==> config.mk <==
export PLATFORM = sky130hd
export DESIGN_NAME = dcsm_ctrl
export DESIGN_NICKNAME = d
export VERILOG_FILES = /design/src/rtl/dcsm_pkg.sv /design/src/rtl/dcsm_ctrl.sv
export SDC_FILE = /design/constraint.sdc
export NUM_CORES = 1
export LEC_CHECK = 0
export BUFFER_PORTS_ARGS = -buffer_cell sky130_fd_sc_hd__buf_2
export CAP_MARGIN = 25
export CORE_MARGIN = 3
export CORE_UTILIZATION = 44
export CTS_CLUSTER_SIZE = 16
export DETAILED_ROUTE_END_ITERATION = 8
export HOLD_SLACK_MARGIN = 0.03
export PLACE_DENSITY = 0.87
export SLEW_MARGIN = 20
export SYNTH_ARGS = -nofsm -noshare
export SYNTH_HDL_FRONTEND = slang
export SYNTH_SLANG_ARGS = --single-unit
==> constraint.sdc <==
create_clock -name sys_clk -period 1.51 [get_ports sys_clk]
set_clock_uncertainty 0.1 [all_clocks]
set_input_delay 0.151 -clock sys_clk [delete_from_list [all_inputs] [get_ports sys_clk]]
set_output_delay 0.151 -clock sys_clk [all_outputs]
set_load 0.02 [all_outputs]
==> src/rtl/dcsm_pkg.sv <==
/*
  Package for the display cache SDRAM mode control block: offsets, field
  positions, reset values and command codes.
  Assumes a byte-wide register access port shared by memory and I/O space.
*/
package dcsm_pkg;
  // Register offsets; memory offset of a diagnostic register equals its I/O address
  localparam logic [15:0] OFF_LOCAL_MEM_CTRL_HIGH  = 16'h3002;
  localparam logic [15:0] OFF_GRAPHICS_CTRL_INDEX  = 16'h03ce;
  localparam logic [15:0] OFF_GRAPHICS_CTRL_DATA   = 16'h03cf;
  // Field positions
  localparam int REFRESH_LSB   = 3;
  localparam int REFRESH_MSB   = 4;
  localparam int OVERRIDE_LSB  = 0;
  localparam int OVERRIDE_MSB  = 2;
  localparam int INDEX_MSB     = 3;
  // Reset values
  localparam logic [7:0] CTRL_HIGH_RESET = 8'h08;
  localparam logic [3:0] INDEX_RESET     = 4'h0;
  // Refresh rate codes
  localparam logic [1:0] REFRESH_OFF    = 2'h0;
  localparam logic [1:0] REFRESH_NORMAL = 2'h1;
  // Command override codes
  localparam logic [2:0] OVR_NORMAL      = 3'h0;
  localparam logic [2:0] OVR_NOP         = 3'h1;
  localparam logic [2:0] OVR_PRECHARGE   = 3'h2;
  localparam logic [2:0] OVR_MODE_SET    = 3'h3;
  localparam logic [2:0] OVR_REFRESH_CYC = 3'h4;
  // SDRAM command outputs
  typedef enum logic [2:0] {
    DCSM_CMD_NONE  = 3'h0,
    DCSM_CMD_NOP   = 3'h1,
    DCSM_CMD_PALL  = 3'h2,
    DCSM_CMD_MRS   = 3'h3,
    DCSM_CMD_CBR   = 3'h4,
    DCSM_CMD_READ  = 3'h5,
    DCSM_CMD_WRITE = 3'h6,
    DCSM_CMD_REF   = 3'h7
  } dcsm_cmd_t;
  // Refresh interval in cycles (plain default)
  localparam int REFRESH_PERIOD_CYC = 1560;
endpackage : dcsm_pkg

==> src/rtl/dcsm_ctrl.sv <==
/*
  Display cache SDRAM mode control: control-high register, graphics
  controller index, and command override of SDRAM access cycles.
  Assumes a one-cycle register strobe port with a memory/I-O space select,
  and an upstream access request that is already decoded to local memory.
*/
//
// Function
// - Refresh field 4:3, 00 off, 01 normal
// - No periodic refresh cycles while refresh disabled
// - Override field 2:0, 000 normal default
// - Override 001 turns accesses into NOP
// - Override 010 turns accesses into precharge-all
// - Override 011 issues MRS on address lines
// - Address bits 11:7 zero during MRS
// - Override 100 turns accesses into refresh
// - Diagnostic registers in I/O and memory
// - Index bits 3:0 select data-port register
// - Index bits 7:4 read as zero
// - Control register memory-mapped only
`timescale 1ns/1ns
module dcsm_ctrl #(
  parameter int REFRESH_PERIOD = dcsm_pkg::REFRESH_PERIOD_CYC
) (
  input  wire logic                sys_clk,
  input  wire logic                rst_n,
  input  wire logic                reg_sel,
  input  wire logic                reg_wr,
  input  wire logic                reg_mem_space,
  input  wire logic [15:0]         reg_addr,
  input  wire logic [7:0]          reg_wdata,
  output logic      [7:0]          reg_rdata,
  output logic                     reg_hit,
  output logic                     gr_data_sel,
  output logic      [3:0]          gr_index,
  input  wire logic [7:0]          gr_rdata,
  input  wire logic                acc_valid,
  input  wire logic                acc_write,
  input  wire logic [11:0]         acc_addr,
  output logic                     acc_ready,
  output dcsm_pkg::dcsm_cmd_t      sdram_cmd,
  output logic      [11:0]         local_mem_addr,
  output logic      [2:0]          command_override_field,
  output logic      [1:0]          refresh_rate_field
);

  logic [7:0]  ctrl_r;
  logic [3:0]  index_r;
  logic [15:0] ref_cnt_r;
  logic        ref_due_r;
  logic        hit_ctrl;
  logic        hit_index;
  logic        hit_data;
  logic        forced_nop_mode;
  logic        forced_precharge_all_mode;
  logic        forced_mode_set_mode;
  logic        forced_refresh_cycle_mode;
  logic        refresh_on;

  // Decode: control register only in memory space, diagnostic ones in both
  assign hit_ctrl  = reg_sel && reg_mem_space && (reg_addr == dcsm_pkg::OFF_LOCAL_MEM_CTRL_HIGH);
  assign hit_index = reg_sel && (reg_addr == dcsm_pkg::OFF_GRAPHICS_CTRL_INDEX);
  assign hit_data  = reg_sel && (reg_addr == dcsm_pkg::OFF_GRAPHICS_CTRL_DATA);
  assign reg_hit     = hit_ctrl || hit_index || hit_data;
  assign gr_data_sel = hit_data;
  assign gr_index    = index_r;

  assign refresh_rate_field     = ctrl_r[dcsm_pkg::REFRESH_MSB:dcsm_pkg::REFRESH_LSB];
  assign command_override_field = ctrl_r[dcsm_pkg::OVERRIDE_MSB:dcsm_pkg::OVERRIDE_LSB];
  assign forced_nop_mode           = command_override_field == dcsm_pkg::OVR_NOP;
  assign forced_precharge_all_mode = command_override_field == dcsm_pkg::OVR_PRECHARGE;
  assign forced_mode_set_mode      = command_override_field == dcsm_pkg::OVR_MODE_SET;
  assign forced_refresh_cycle_mode = command_override_field == dcsm_pkg::OVR_REFRESH_CYC;
  // Reserved refresh codes are treated as enabled, safer for memory contents
  assign refresh_on = refresh_rate_field != dcsm_pkg::REFRESH_OFF;

  // Control register; bits 7:5 reserved, held at zero
  always_ff @(posedge sys_clk) begin
    if (!rst_n) begin
      ctrl_r <= dcsm_pkg::CTRL_HIGH_RESET;
    end else if (hit_ctrl && reg_wr) begin
      ctrl_r <= {3'h0, reg_wdata[4:0]};
    end
  end

  // Index register; upper nibble never stored
  always_ff @(posedge sys_clk) begin
    if (!rst_n) begin
      index_r <= dcsm_pkg::INDEX_RESET;
    end else if (hit_index && reg_wr) begin
      index_r <= reg_wdata[dcsm_pkg::INDEX_MSB:0];
    end
  end

  // Read data, registered; unmapped reads give zero
  always_ff @(posedge sys_clk) begin
    if (!rst_n) begin
      reg_rdata <= 8'h00;
    end else if (reg_sel && !reg_wr) begin
      if (hit_ctrl) begin
        reg_rdata <= ctrl_r;
      end else if (hit_index) begin
        reg_rdata <= {4'h0, index_r};
      end else if (hit_data) begin
        reg_rdata <= gr_rdata;
      end else begin
        reg_rdata <= 8'h00;
      end
    end
  end

  // Refresh timer; it keeps running when off so a brief pause loses little
  always_ff @(posedge sys_clk) begin
    if (!rst_n) begin
      ref_cnt_r <= 16'h0000;
      ref_due_r <= 1'b0;
    end else begin
      if (ref_cnt_r == 16'(REFRESH_PERIOD - 1)) begin
        ref_cnt_r <= 16'h0000;
      end else begin
        ref_cnt_r <= ref_cnt_r + 16'h0001;
      end
      if (!refresh_on) begin
        ref_due_r <= 1'b0;
      end else if (ref_cnt_r == 16'(REFRESH_PERIOD - 1)) begin
        ref_due_r <= 1'b1;
      end else if (sdram_cmd == dcsm_pkg::DCSM_CMD_REF) begin
        ref_due_r <= 1'b0;
      end
    end
  end

  // Accesses stall only while a periodic refresh is being issued
  assign acc_ready = !(ref_due_r && refresh_on);

  // Command issue: override field forces the command of every access
  always_ff @(posedge sys_clk) begin
    if (!rst_n) begin
      sdram_cmd      <= dcsm_pkg::DCSM_CMD_NONE;
      local_mem_addr <= 12'h000;
    end else if (ref_due_r && refresh_on) begin
      sdram_cmd      <= dcsm_pkg::DCSM_CMD_REF;
      local_mem_addr <= 12'h000;
    end else if (acc_valid) begin
      local_mem_addr <= acc_addr;
      if (forced_nop_mode) begin
        sdram_cmd <= dcsm_pkg::DCSM_CMD_NOP;
      end else if (forced_precharge_all_mode) begin
        sdram_cmd <= dcsm_pkg::DCSM_CMD_PALL;
      end else if (forced_mode_set_mode) begin
        sdram_cmd      <= dcsm_pkg::DCSM_CMD_MRS;
        local_mem_addr <= {5'h00, acc_addr[6:0]};
      end else if (forced_refresh_cycle_mode) begin
        sdram_cmd <= dcsm_pkg::DCSM_CMD_CBR;
      end else if (command_override_field == dcsm_pkg::OVR_NORMAL) begin
        sdram_cmd <= acc_write ? dcsm_pkg::DCSM_CMD_WRITE : dcsm_pkg::DCSM_CMD_READ;
      end else begin
        sdram_cmd <= dcsm_pkg::DCSM_CMD_NONE; // Reserved codes issue nothing
      end
    end else begin
      sdram_cmd <= dcsm_pkg::DCSM_CMD_NONE;
    end
  end

  property p_ctrl_reset;
    @(posedge sys_clk) !rst_n |=> ctrl_r == dcsm_pkg::CTRL_HIGH_RESET && index_r == dcsm_pkg::INDEX_RESET;
  endproperty
  a_ctrl_reset: assert property (p_ctrl_reset) else $error("bad reset value");

  property p_no_refresh_off;
    @(posedge sys_clk) disable iff (!rst_n)
      refresh_rate_field == 2'h0 |=> sdram_cmd != dcsm_pkg::DCSM_CMD_REF;
  endproperty
  a_no_refresh_off: assert property (p_no_refresh_off) else $error("refresh while off");

  // A refused access cycle must be spent on a periodic refresh, never wasted
  property p_stall_refresh;
    @(posedge sys_clk) disable iff (!rst_n)
      !acc_ready |=> sdram_cmd == dcsm_pkg::DCSM_CMD_REF;
  endproperty
  a_stall_refresh: assert property (p_stall_refresh) else $error("stall without refresh");

  property p_nop;
    @(posedge sys_clk) disable iff (!rst_n)
      acc_valid && acc_ready && command_override_field == 3'h1
      |=> sdram_cmd == dcsm_pkg::DCSM_CMD_NOP;
  endproperty
  a_nop: assert property (p_nop) else $error("nop not forced");

  property p_pall;
    @(posedge sys_clk) disable iff (!rst_n)
      acc_valid && acc_ready && command_override_field == 3'h2
      |=> sdram_cmd == dcsm_pkg::DCSM_CMD_PALL;
  endproperty
  a_pall: assert property (p_pall) else $error("precharge not forced");

  property p_mrs;
    @(posedge sys_clk) disable iff (!rst_n)
      acc_valid && acc_ready && command_override_field == 3'h3
      |=> sdram_cmd == dcsm_pkg::DCSM_CMD_MRS && local_mem_addr[6:0] == $past(acc_addr[6:0]);
  endproperty
  a_mrs: assert property (p_mrs) else $error("mode set wrong");

  property p_mrs_high_zero;
    @(posedge sys_clk) disable iff (!rst_n)
      sdram_cmd == dcsm_pkg::DCSM_CMD_MRS |-> local_mem_addr[11:7] == 5'h00;
  endproperty
  a_mrs_high_zero: assert property (p_mrs_high_zero) else $error("mode high bits set");

  property p_cbr;
    @(posedge sys_clk) disable iff (!rst_n)
      acc_valid && acc_ready && command_override_field == 3'h4
      |=> sdram_cmd == dcsm_pkg::DCSM_CMD_CBR;
  endproperty
  a_cbr: assert property (p_cbr) else $error("refresh cycle not forced");

  property p_normal;
    @(posedge sys_clk) disable iff (!rst_n)
      acc_valid && acc_ready && command_override_field == 3'h0
      |=> sdram_cmd == ($past(acc_write) ? dcsm_pkg::DCSM_CMD_WRITE : dcsm_pkg::DCSM_CMD_READ);
  endproperty
  a_normal: assert property (p_normal) else $error("normal access wrong");

  property p_index_read;
    @(posedge sys_clk) disable iff (!rst_n)
      hit_index && !reg_wr |=> reg_rdata[7:4] == 4'h0 && reg_rdata[3:0] == $past(index_r);
  endproperty
  a_index_read: assert property (p_index_read) else $error("index readback wrong");

  property p_ctrl_io_blocked;
    @(posedge sys_clk) disable iff (!rst_n)
      reg_sel && reg_wr && !reg_mem_space |=> ctrl_r == $past(ctrl_r);
  endproperty
  a_ctrl_io_blocked: assert property (p_ctrl_io_blocked) else $error("control written via io");

  c_mrs: cover property (@(posedge sys_clk) sdram_cmd == dcsm_pkg::DCSM_CMD_MRS);
  c_refresh: cover property (@(posedge sys_clk) sdram_cmd == dcsm_pkg::DCSM_CMD_REF);
  c_nop_then_pall: cover property (@(posedge sys_clk)
    sdram_cmd == dcsm_pkg::DCSM_CMD_NOP ##[1:20] sdram_cmd == dcsm_pkg::DCSM_CMD_PALL);
  c_data_port: cover property (@(posedge sys_clk) hit_data && !reg_wr);

endmodule : dcsm_ctrl

After elaboration in Yosys (flattened, before gate mapping)
Index checks and enable logic that the tools add are counted.
{"block": "classes", "n_addsub": 1, "n_eq_ne": 9, "mux": 16, "bitwise": 1, "n_reduce_logical": 18}
{"cell": "2-to-1 mux 12 bit", "n": 3}
{"cell": "equality test 16 x 10 -> 1 bit, second input constant", "n": 2}
{"cell": "2-to-1 mux 8 bit", "n": 3}
{"cell": "2-to-1 mux 3 bit", "n": 7}
{"cell": "adder 16 x 1 -> 16 bit, second input constant", "n": 1}
{"cell": "equality test 16 x 11 -> 1 bit, second input constant", "n": 1}
{"cell": "equality test 16 x 14 -> 1 bit, second input constant", "n": 1}
{"cell": "logical AND 1 bit", "n": 8}
{"cell": "equality test 3 x 2 -> 1 bit, second input constant", "n": 2}
{"cell": "equality test 3 bit, second input constant", "n": 2}
{"cell": "nonzero test 2 bit", "n": 2}
{"cell": "OR reduction 2 bit", "n": 2}
{"cell": "equality test 3 x 1 -> 1 bit, second input constant", "n": 1}
{"cell": "zero test 3 bit", "n": 1}
{"cell": "zero test 1 bit", "n": 2}
{"cell": "logical OR 1 bit", "n": 2}
{"cell": "2-to-1 mux 1 bit", "n": 2}
{"cell": "2-to-1 mux 2 bit", "n": 1}
{"cell": "AND reduction 2 bit", "n": 1}
{"cell": "inverter 1 bit", "n": 1}
{"block": "word_totals", "register_bits": 49, "input_bits": 51, "output_inout_bits": 35}

Logic depth before layout (Yosys ltp)
Gate-level depths: netlist of the first run.
{"block": "logic_depth", "depth_word": 8, "mapped_depth": 6, "ltp_nobuf": 6}

Worst setup path before layout of the first run
OpenSTA, ideal clock, no wires.
{"block": "synth_timing", "path_kind": "register to register", "start": "register ctrl_r[3]", "end": "register local_mem_addr[10]", "t_arrival_ns": 1.572, "required_time_ns": 1.345, "slack_ns": -0.228, "stages_incl_launch_ff": 5, "synth_period_minus_slack_ns": 1.738, "path_cell_list": "dfxtp_1 > o21ai_0 > nand2_1 > clkbuf_1 > nor2_1"}
{"block": "synth_between", "elab_chain_cells": 3}
{"item": "start: declaration", "line_no": "dcsm_ctrl.sv:47", "rtl": "logic [7:0] ctrl_r;"}
{"item": "start signal: assignment", "line_no": "dcsm_ctrl.sv:80", "rtl": "ctrl_r <= dcsm_pkg::CTRL_HIGH_RESET;"}
{"item": "start signal: assignment", "line_no": "dcsm_ctrl.sv:82", "rtl": "ctrl_r <= {3'h0, reg_wdata[4:0]};"}
{"item": "nonzero test 2 bit", "line_no": "dcsm_ctrl.sv:75", "rtl": "assign refresh_on = refresh_rate_field != dcsm_pkg::REFRESH_OFF;"}
{"item": "logical AND 1 bit", "line_no": "dcsm_ctrl.sv:141", "rtl": "end else if (ref_due_r && refresh_on) begin"}
{"item": "OR reduction 2 bit (no line)"}
{"item": "end signal: assignment", "line_no": "dcsm_ctrl.sv:145", "rtl": "local_mem_addr <= acc_addr;"}
{"item": "end signal: assignment", "line_no": "dcsm_ctrl.sv:152", "rtl": "local_mem_addr <= {5'h00, acc_addr[6:0]};"}
{"item": "end: declaration", "line_no": "dcsm_ctrl.sv:42", "rtl": "output logic [11:0] local_mem_addr,"}
Every way passes these cells.
A chain may end at the register's enable or synchronous reset.

Worst setup path in the final report of the first run
{"block": "layout_timing", "start": "register ref_cnt_r[2]", "end": "register ref_cnt_r[1]"}
{"block": "layout_between", "elab_chain_cells": 2}
{"item": "start: declaration", "line_no": "dcsm_ctrl.sv:49", "rtl": "logic [15:0] ref_cnt_r;"}
{"item": "start signal: assignment", "line_no": "dcsm_ctrl.sv:121", "rtl": "ref_cnt_r <= ref_cnt_r + 16'h0001;"}
{"item": "equality test 16 x 11 -> 1 bit", "line_no": "dcsm_ctrl.sv:118", "rtl": "if (ref_cnt_r == 16'(REFRESH_PERIOD - 1)) begin"}
{"item": "OR reduction 2 bit (no line)"}
Every way passes these cells.

==> results of run 1 <==
registers in the layout (all words and copies together), names as in the netlist:
| register | flops |
|---|---|
| sdram_cmd | 3 |
| reg_rdata | 8 |
| ref_cnt_r | 16 |
| local_mem_addr | 12 |
| gr_index | 4 |
| ref_due_r | 1 |
| ctrl_r | 5 |
worst register-to-register path: cells and delay by family (launching register included):
family,cells,cell delay (ns)
AND/OR/NAND/NOR,4,0.72
flip-flops,1,0.38
buffers and inverters,1,0.18
stage by stage:
stage | worst slack (ns) | cell area [sq um] | utilization (%) | TNS [ns]
2_1_floorplan | 0.02051 | 2238 | - | 0
3_3_place_gp | -0.06748 | 2829 | 58.73 | -0.5772
3_5_place_dp | -0.1209 | 2829 | 58.73 | -1.516
4_1_cts | -0.01390 | 3148 | 65.35 | -0.01390
5_1_grt | -0.06344 | 3213 | 66.70 | -0.2201
6_report | 0.03047 | 3213 | 66.70 | 0
final timing paths:
check	end	startpoint
worst min-delay path	local_mem_addr[9]	acc_addr[9]
worst max register to register	ref_cnt_r[1]	ref_cnt_r[2]
worst max-delay path	ref_cnt_r[1]	ref_cnt_r[2]
worst min register to register	reg_rdata[6]	reg_rdata[6]
routing by layer:
layer  global-route usage [%]  share of wire [%]
met5                        0                  0
met3                    5.516                5.6
met1                    23.69                 40
met2                    35.84                 51
met4                    8.541                2.9
cells by family after synthesis:
group	after synthesis	synth area share (%)
and+or+nand+nor	114	29.40
xor gates and xnor gates	14	5.478
buffers and inverters	12	2.962
DFF	49	43.82
muxes	16	7.155
adders and majority gates	1	0.5589
AOI/OAI and AO/OA	36	10.62
power by group:
part / leakage (nW) / switching [mW] / internal, mW
logic: 1.02 / 0.171 / 0.172
clock network: 0.0542 / 0.413 / 0.414
registers: 0.403 / 0.0224 / 1.32
synth_stat cells (all sizes together), types with 3 or more instances:
master  count  share of area (%)
a21boi      6                2.5
a21oi       8                2.0
a22oi       4                1.6
a31oi       3               0.84
and2        3               0.89
and3        5                1.7
and4        4                1.7
buf         5                1.8
clkbuf      3               0.50
dfxtp      49                 44
inv         4               0.67
mux2i      16                7.2
nand2      26                4.5
nand3      14                4.0
nor2       34                5.7
nor2b      13                4.0
nor4        5                3.4
nor4b       3                1.2
o21ai      12                2.7
xnor2       6                2.3
xor2        8                3.1
final cells by class:
class | count | area, sq um | area share [%]
multi-input cells | 181 | 1245 | 38.75
flip-flops and latches | 49 | 997.2 | 31.04
repair buffers | 122 | 770.7 | 23.99
clock buffers | 7 | 96.34 | 2.998
well taps | 67 | 83.83 | 2.609
inverters | 4 | 15.01 | 0.4673
clock inverters | 1 | 5.005 | 0.1558
what timing repair did:
item | 4_1_cts | 5_1_grt
hold endpoints to repair | 23 | 0
hold buffers | 19 | 0
pin swaps | 1 | 4
setup endpoints to repair | 16 | 17
buffers inserted | 2 | 1
resized for setup | 5 | 16
==> results by group, run 1 <==
Routing
  – Wire per inst: 14.03 um
  – Initial DRC count: 101
  – Via count: 2213
  – Routed wire length: 6048 um
  – DRT Pass-1 Iters: 4
  – Vias/cell: 5.135
  – DRC viols: 0
  – Final antenna-violating net count: 0

Die
  – Top-level I/O count: 86
  – Chip Width: 77.33 um
  – Rows: 25
  – Initial Util: 46.47%
  – Die Ht: 77.33 um
  – Core ar.: 4817 sq um
  – Die footprint: 5979 sq um

Global routing
  – Antenna violations before repair: 0
  – First-pass GRT wire length: 9860 um
  – GRT overflow: 0
  – Largest net degree at the start of global routing: 20
  – GRT Overall Usage: 20.60%
  – Vias in the first global route: 2143

Outcome
  – Status: finished, final reports clean

Pwr
  – Static Leakage: 1.479 nW
  – Max IR drop VDD: 0.7205 mV
  – Final Total Pwr: 2.518 mW
  – Pwr/cell area: 783.5 nW/um^2

Clock tree
  – Worst-path clk slew: 0.08 ns
  – CTS root buf: clkbuf_8
  – Clk buf depth: 2
  – CTS Buf Count: 5
  – H-tree levels: 2
  – Clk sink count: 49
  – Clock Latency Late Sink: 0.30 ns
  – TritonCTS clock tree: yes

Layout
  – Final Instance Count excl. Fillers: 431
  – Layout net count: 415
  – Most common cell after layout, fill and taps aside: buf_2
  – Share of cells above drive strength 1: 40.66%
  – Area Growth Syn to Fin: 43.54%
  – Fillers: 391
  – Antenna Cells: 0
  – Most frequent cells in the layout: 82 x buf_2, 42 x dfxtp_1, 33 x nor2_1

Worst setup path
  – CP max FO: 4
  – Worst Path Buf+Inv: 1
  – Critical path depth in cells: 5
  – CP Capture Type: flop
  – Crit path kind: flop to flop
  – R2R setup slack: 0.03 ns
  – Worst EP arrival: 1.58 ns
  – Slowest CP cell: dfxtp_4
  – Worst EP required: 1.61 ns
  – Reg2reg path depth: 5
  – CP max stage delay: 0.38 ns
  – Critical Path Source Type: flop
  – Crit-path cells: nand4_1 -> nor4b_2 -> nand3_1 -> buf_4 -> and3_4
  – Cell family with most CP delay: simple AND/OR/NAND/NOR gates

Synthesis
  – Asr flop ratio synth: 0%
  – Cells after Synth: 242
  – Avg Inst Size Synth: 9.250 sq um
  – Number of flops mapped to enable cells by yosys: 0
  – Seq/Total Area, Yosys: 43.82%
  – Post-synthesis cell area: 2238 sq um
  – Flops & latches, synth: 49
  – Post-synth net total: 294
  – Yosys warns: 0
  – Primary FF master, synth: dfxtp_1
  – Synth unique cells: 45

Placement
  – Port buffer count: 82
  – RePlAce Congestion: 0.8613
  – DP Wirelength: 4321 um
  – Placed cells: 401

Flow run
  – Number of max-cap violations: 0

STA
  – Final Hold Fails: 0
  – Slew @ Worst Pin: 0.3965 ns
  – Final worst path period need: 1.480 ns
  – Fmax: 675.9 MHz
  – RSZ-0062 raised after global routing: yes
  – Fin crit share: 97.98%
  – Slew headroom: 73.50%
  – Worst hold slack: 0.04003 ns
  – Slew Viols, Final: 0
  – # setup viols final: 0

Min path
  – HP Class: primary input to flop
  – Hold-critical path depth: 3
(Power assumes the default switching activity.)
==> run 2, diff against run 1 <==
Settings changed: REMOVE_ABC_BUFFERS from default to 1.
==> results by group, run 2 (same netlist as run 1, synthesis figures left out) <==
Global routing
  – First-pass GRT wire length: 9936 um
  – GRT overflow: 0
  – Largest net degree at the start of global routing: 23
  – Vias in the first global route: 2203
  – GRT Overall Usage: 20.62%
  – Antenna violations before repair: 0

Worst setup path
  – Crit-path cells: nand4_1 -> nor4b_2 -> nand3_1 -> nand2_2 -> buf_6 -> nor2_1
  – Worst Path Buf+Inv: 1
  – CP max FO: 8
  – Worst EP required: 1.61 ns
  – Reg2reg path depth: 6
  – Cell family with most CP delay: simple AND/OR/NAND/NOR gates
  – R2r endpoint: ref_cnt_r[11]
  – CP Capture Type: flop
  – R2R setup slack: -0.05 ns
  – Reg-to-Reg Start: ref_cnt_r[4]
  – Worst EP arrival: 1.67 ns
  – CP max stage delay: 0.38 ns
  – Slowest CP cell: dfxtp_4
  – Crit path kind: flop to flop
  – Critical Path Source Type: flop

Layout
  – Most frequent cells in the layout: 81 x buf_2, 40 x dfxtp_1, 28 x nor2_1
  – Share of cells above drive strength 1: 41.71%
  – Most common cell after layout, fill and taps aside: buf_2
  – Layout net count: 414
  – Antenna Cells: 0
  – Max FFs per register: 16
  – Area Growth Syn to Fin: 43.04%
  – Leading registers by flop count: ref_cnt_r: 16 flops, local_mem_addr: 12 flops, reg_rdata: 8 flops
  – Most flop-heavy register: ref_cnt_r

Pwr
  – Comb pwr share: 13.8%
  – Cell internal pwr: 1.856 mW
  – Static Leakage: 1.462 nW
  – Sw frac: 24.88%
  – Flop pwr share: 54.5%
  – Max IR drop VDD: 0.5172 mV
  – Pwr/cell area: 771.9 nW/um^2
  – Psw: 0.6148 mW
  – Clock Power Share: 31.7%
  – Final Total Pwr: 2.471 mW

Min path
  – Worst Hold Endpoint: ctrl_r[4]
  – Hold-critical path depth: 3
  – HP Class: primary input to flop
  – Hold Crit Start: reg_wdata[4]

Routing
  – Wire per inst: 14.52 um
  – Via count: 2169
  – DRC viols: 0
  – DRT Pass-1 Iters: 5
  – Initial DRC count: 145
  – Final antenna-violating net count: 0
  – Routed wire length: 6228 um
  – Vias/cell: 5.056

Die
  – Rows: 25
  – Die footprint: 5979 sq um
  – Initial Util: 46.47%
  – Core ar.: 4817 sq um
  – Chip Width: 77.33 um
  – Top-level I/O count: 86
  – Die Ht: 77.33 um

STA
  – Final worst path period need: 1.563 ns
  – Final Hold Fails: 0
  – # setup viols final: 14
  – Worst setup margin: -0.05349 ns
  – Fmax: 639.6 MHz
  – RSZ-0062 raised after global routing: yes
  – Slew headroom: 70.28%
  – Slew Viols, Final: 0
  – Slew @ Worst Pin: 0.4412 ns
  – Fin crit share: 103.5%

Placement
  – Port buffer count: 82
  – DP Wirelength: 4233 um
  – Dpl ws: -0.1128 ns
  – RePlAce Congestion: 0.8721

Clock tree
  – CTS root buf: clkbuf_8
  – Clk buf depth: 2
  – H-tree levels: 2
  – Clock Latency Late Sink: 0.31 ns
  – TritonCTS clock tree: yes
  – CTS Buf Count: 5
  – Worst-path clk slew: 0.08 ns
  – Clk sink count: 49

Outcome
  – Status: finished, violations left
  – Failing checks: negative setup slack

Flow run
  – Number of max-cap violations: 0
==> run 2: cell types whose count changed in the layout (fill, tap and decap cells not counted), sizes merged <==
cell	change
clkinv	-1
buf	-1
==> run 2: worst max path at each step <==
stage	from	endpoint	slack [ns]	cells after the start
5_1_grt	ref_cnt_r[4]	ref_cnt_r[11]	-0.15	6
4_1_cts	ref_cnt_r[0]	ref_cnt_r[12]	0.0002	7
6_report	ref_cnt_r[4]	ref_cnt_r[11]	-0.05	6
3_3_place_gp	reg_addr[7]	ctrl_r[3]	-0.07	6
2_1_floorplan	ctrl_r[3]	local_mem_addr[0]	-0.25	3
3_5_place_dp	reg_addr[7]	ctrl_r[3]	-0.11	6
==> run 2: metal layers <==
metal,track usage (%),part of all wire [%],wire length [um],vias up
met3,6.573,6.6,413,15
met2,36.53,52,3210,78
li1,-,-,-,1078
met4,8.719,2.2,140,0
met1,22.44,40,2463,998
met5,0,0,0,-
==> run 2: through the flow <==
stage | setup TNS (ns) | hold WS [ns] | util, % | cell area (sq um) | instances
after floorplan | -3.033 | 0.1129 | - | 2187 | 234
after global placement | -0.5273 | 0.2745 | 58.47 | 2816 | 401
after detailed placement | -1.211 | 0.2814 | 58.47 | 2816 | 401
after CTS | 0 | 0.03747 | 64.75 | 3119 | 428
after global routing | -1.577 | 0.04705 | 66.47 | 3202 | 429
final | -0.3862 | 0.04329 | 66.47 | 3202 | 429
==> run 2: repair_timing <==
action / CTS / global route
resized for setup: 8 / 23
hold endpoints to repair: 22 / 0
setup endpoints to repair: 16 / 16
pin swaps: 1 / 9
hold buffers: 19 / 0
buffers inserted: 1 / 1
==> run 2: area by class of cell <==
class / instances / area [sq um]
Fill cell: 386 / 1615
Multi-Input combinational cell: 181 / 1260
Clock buffer: 7 / 86.33
Timing Repair Buffer: 121 / 757.0
Inverter: 4 / 15.01
Sequential cell: 49 / 999.7
Tap cell: 67 / 83.83
==> run 2: worst reg2reg max path, delay by kind of cell, from the launching register on <==
kind	cells	cell delay [ns]
simple gates	5	0.84
flops	1	0.38
buf+inv	1	0.15
==> run 2: power groups by stage <==
stage	sequential, mW	combinational, mW	clock, mW
after floorplan	1.41	0.0909	0
after global placement	1.37	0.281	0
after detailed placement	1.37	0.289	0
after CTS	1.35	0.327	0.794
after global routing	1.35	0.374	0.850
final	1.35	0.342	0.784
==> run 3, diff against run 2 <==
Settings changed: ABC_CLOCK_PERIOD_IN_PS from default to 1510, CORE_ASPECT_RATIO from default to 0.75.
==> results by group, run 3 (same netlist as run 1, synthesis figures left out) <==
Layout
  – Antenna Cells: 0
  – Area Growth Syn to Fin: 44.77%
  – Share of cells above drive strength 1: 41.53%
  – Most frequent cells in the layout: 82 x buf_2, 39 x dfxtp_1, 33 x nor2_1
  – Layout net count: 417
  – Most flop-heavy register: ref_cnt_r
  – Final Instance Count excl. Fillers: 423
  – Most common cell after layout, fill and taps aside: buf_2
  – Max FFs per register: 16
  – Leading registers by flop count: ref_cnt_r: 16 flops, local_mem_addr: 12 flops, reg_rdata: 8 flops

Worst setup path
  – Worst Setup EP: ref_cnt_r[1]
  – Worst EP arrival: 1.58 ns
  – Crit path kind: flop to flop
  – Reg-to-Reg Start: ref_cnt_r[4]
  – R2r endpoint: ref_cnt_r[1]
  – CP max FO: 4
  – Worst EP required: 1.60 ns
  – R2R setup slack: 0.02 ns
  – CP Capture Type: flop
  – Reg2reg path depth: 5
  – Critical Path Start: ref_cnt_r[4]
  – Critical Path Source Type: flop

Global routing
  – Antenna violations before repair: 0
  – First-pass GRT wire length: 10240 um
  – GRT overflow: 0
  – Largest net degree at the start of global routing: 21
  – GRT Overall Usage: 22.10%
  – Vias in the first global route: 2191

Die
  – Top-level I/O count: 86
  – Rows: 21
  – Die footprint: 5988 sq um
  – Core ar.: 4677 sq um
  – Initial Util: 47.86%
  – Die Ht: 67.77 um
  – Chip Width: 88.36 um

Pwr
  – Pwr/cell area: 821.1 nW/um^2
  – Max IR drop VDD: 0.6555 mV
  – Final Total Pwr: 2.661 mW
  – Static Leakage: 1.498 nW

STA
  – Slew Viols, Final: 0
  – RSZ-0062 raised after global routing: yes
  – Worst setup margin: 0.01785 ns
  – Slew @ Worst Pin: 0.3942 ns
  – Fmax: 670.2 MHz
  – Slew headroom: 73.44%
  – Fin crit share: 98.82%
  – # setup viols final: 0
  – Final worst path period need: 1.492 ns
  – Final setup TNS: 0 ns
  – Final Hold Fails: 0

Routing
  – Initial DRC count: 123
  – Vias/cell: 5.239
  – DRC viols: 0
  – Final antenna-violating net count: 0
  – Wire per inst: 15.11 um
  – DRT Pass-1 Iters: 4
  – Routed wire length: 6391 um
  – Via count: 2216

Clock tree
  – CTS Buf Count: 5
  – Clk buf depth: 2
  – Clk sink count: 49
  – Clock Latency Late Sink: 0.30 ns
  – TritonCTS clock tree: yes
  – H-tree levels: 2
  – CTS root buf: clkbuf_8
  – Worst-path clk slew: 0.10 ns

Placement
  – RePlAce Congestion: 0.8424
  – Port buffer count: 82
  – Placed cells: 392
  – DP Wirelength: 4257 um
  – Dpl ws: -0.1524 ns

Outcome
  – Status: finished, final reports clean

Flow run
  – Number of max-cap violations: 0

Min path
  – HP Class: primary input to flop
  – Hold Crit Start: gr_rdata[2]
run 3: worst max-delay path, cell delays in order, from the launching register on:
cell and delay (ns):
dfxtp_4 0.38, nand4_1 0.13, nor4b_2 0.28, nand3_1 0.18, buf_4 0.18, and3_4 0.15
run 3: timing repair:
action	in CTS	in global routing
gates resized for setup	6	19
hold endpoints to repair	24	0
pin swaps	2	5
hold buffers	20	0
endpoints found under the setup margin	16	17
setup buffers	2	1
run 3: final cells by class:
class | count | area [sq um]
Fill cell | 331 | 1436
Multi-Input combinational cell | 181 | 1246
Sequential cell | 49 | 1001
Timing Repair Buffer | 124 | 788.3
Tap cell | 57 | 71.32
Clock buffer | 5 | 68.82
Clock inverter | 3 | 50.05
Inverter | 4 | 15.01
run 3: layer usage:
metal	global-route usage (%)	wire [um]	up-vias
li1	-	-	1081
met1	28.25	2642	1043
met2	37.87	3203	82
met3	5.732	470	10
met4	4.528	75	0
met5	0	0	-
run 3: stage by stage:
| step | utilization [%] | area, sq um | hold slack [ns] |
|---|---|---|---|
| after detailed placement | 60.38 | 2824 | 0.2932 |
| after global routing | 69.29 | 3241 | 0.06502 |
| final | 69.29 | 3241 | 0.04529 |
| after global placement | 60.38 | 2824 | 0.2743 |
| after CTS | 67.87 | 3174 | 0.03357 |
| after floorplan | - | 2187 | 0.1129 |
run 3: worst min path at each step:
stage	endpoint	slack (ns)	depth (start not counted)
floorplan	ctrl_r[3]	0.11	1
global placement	local_mem_addr[11]	0.27	3
detailed placement	ctrl_r[3]	0.29	3
CTS	reg_rdata[1]	0.03	3
global route	reg_rdata[2]	0.07	3
finish	reg_rdata[2]	0.05	3
run 3: where the power goes:
group | switching [mW] | internal, mW | leakage [nW] | total, mW
logic | 0.175 | 0.171 | 1.03 | 0.346
clock network | 0.460 | 0.508 | 0.0603 | 0.968
registers | 0.0221 | 1.32 | 0.405 | 1.35
total | 0.657 | 2.00 | 1.50 | 2.66
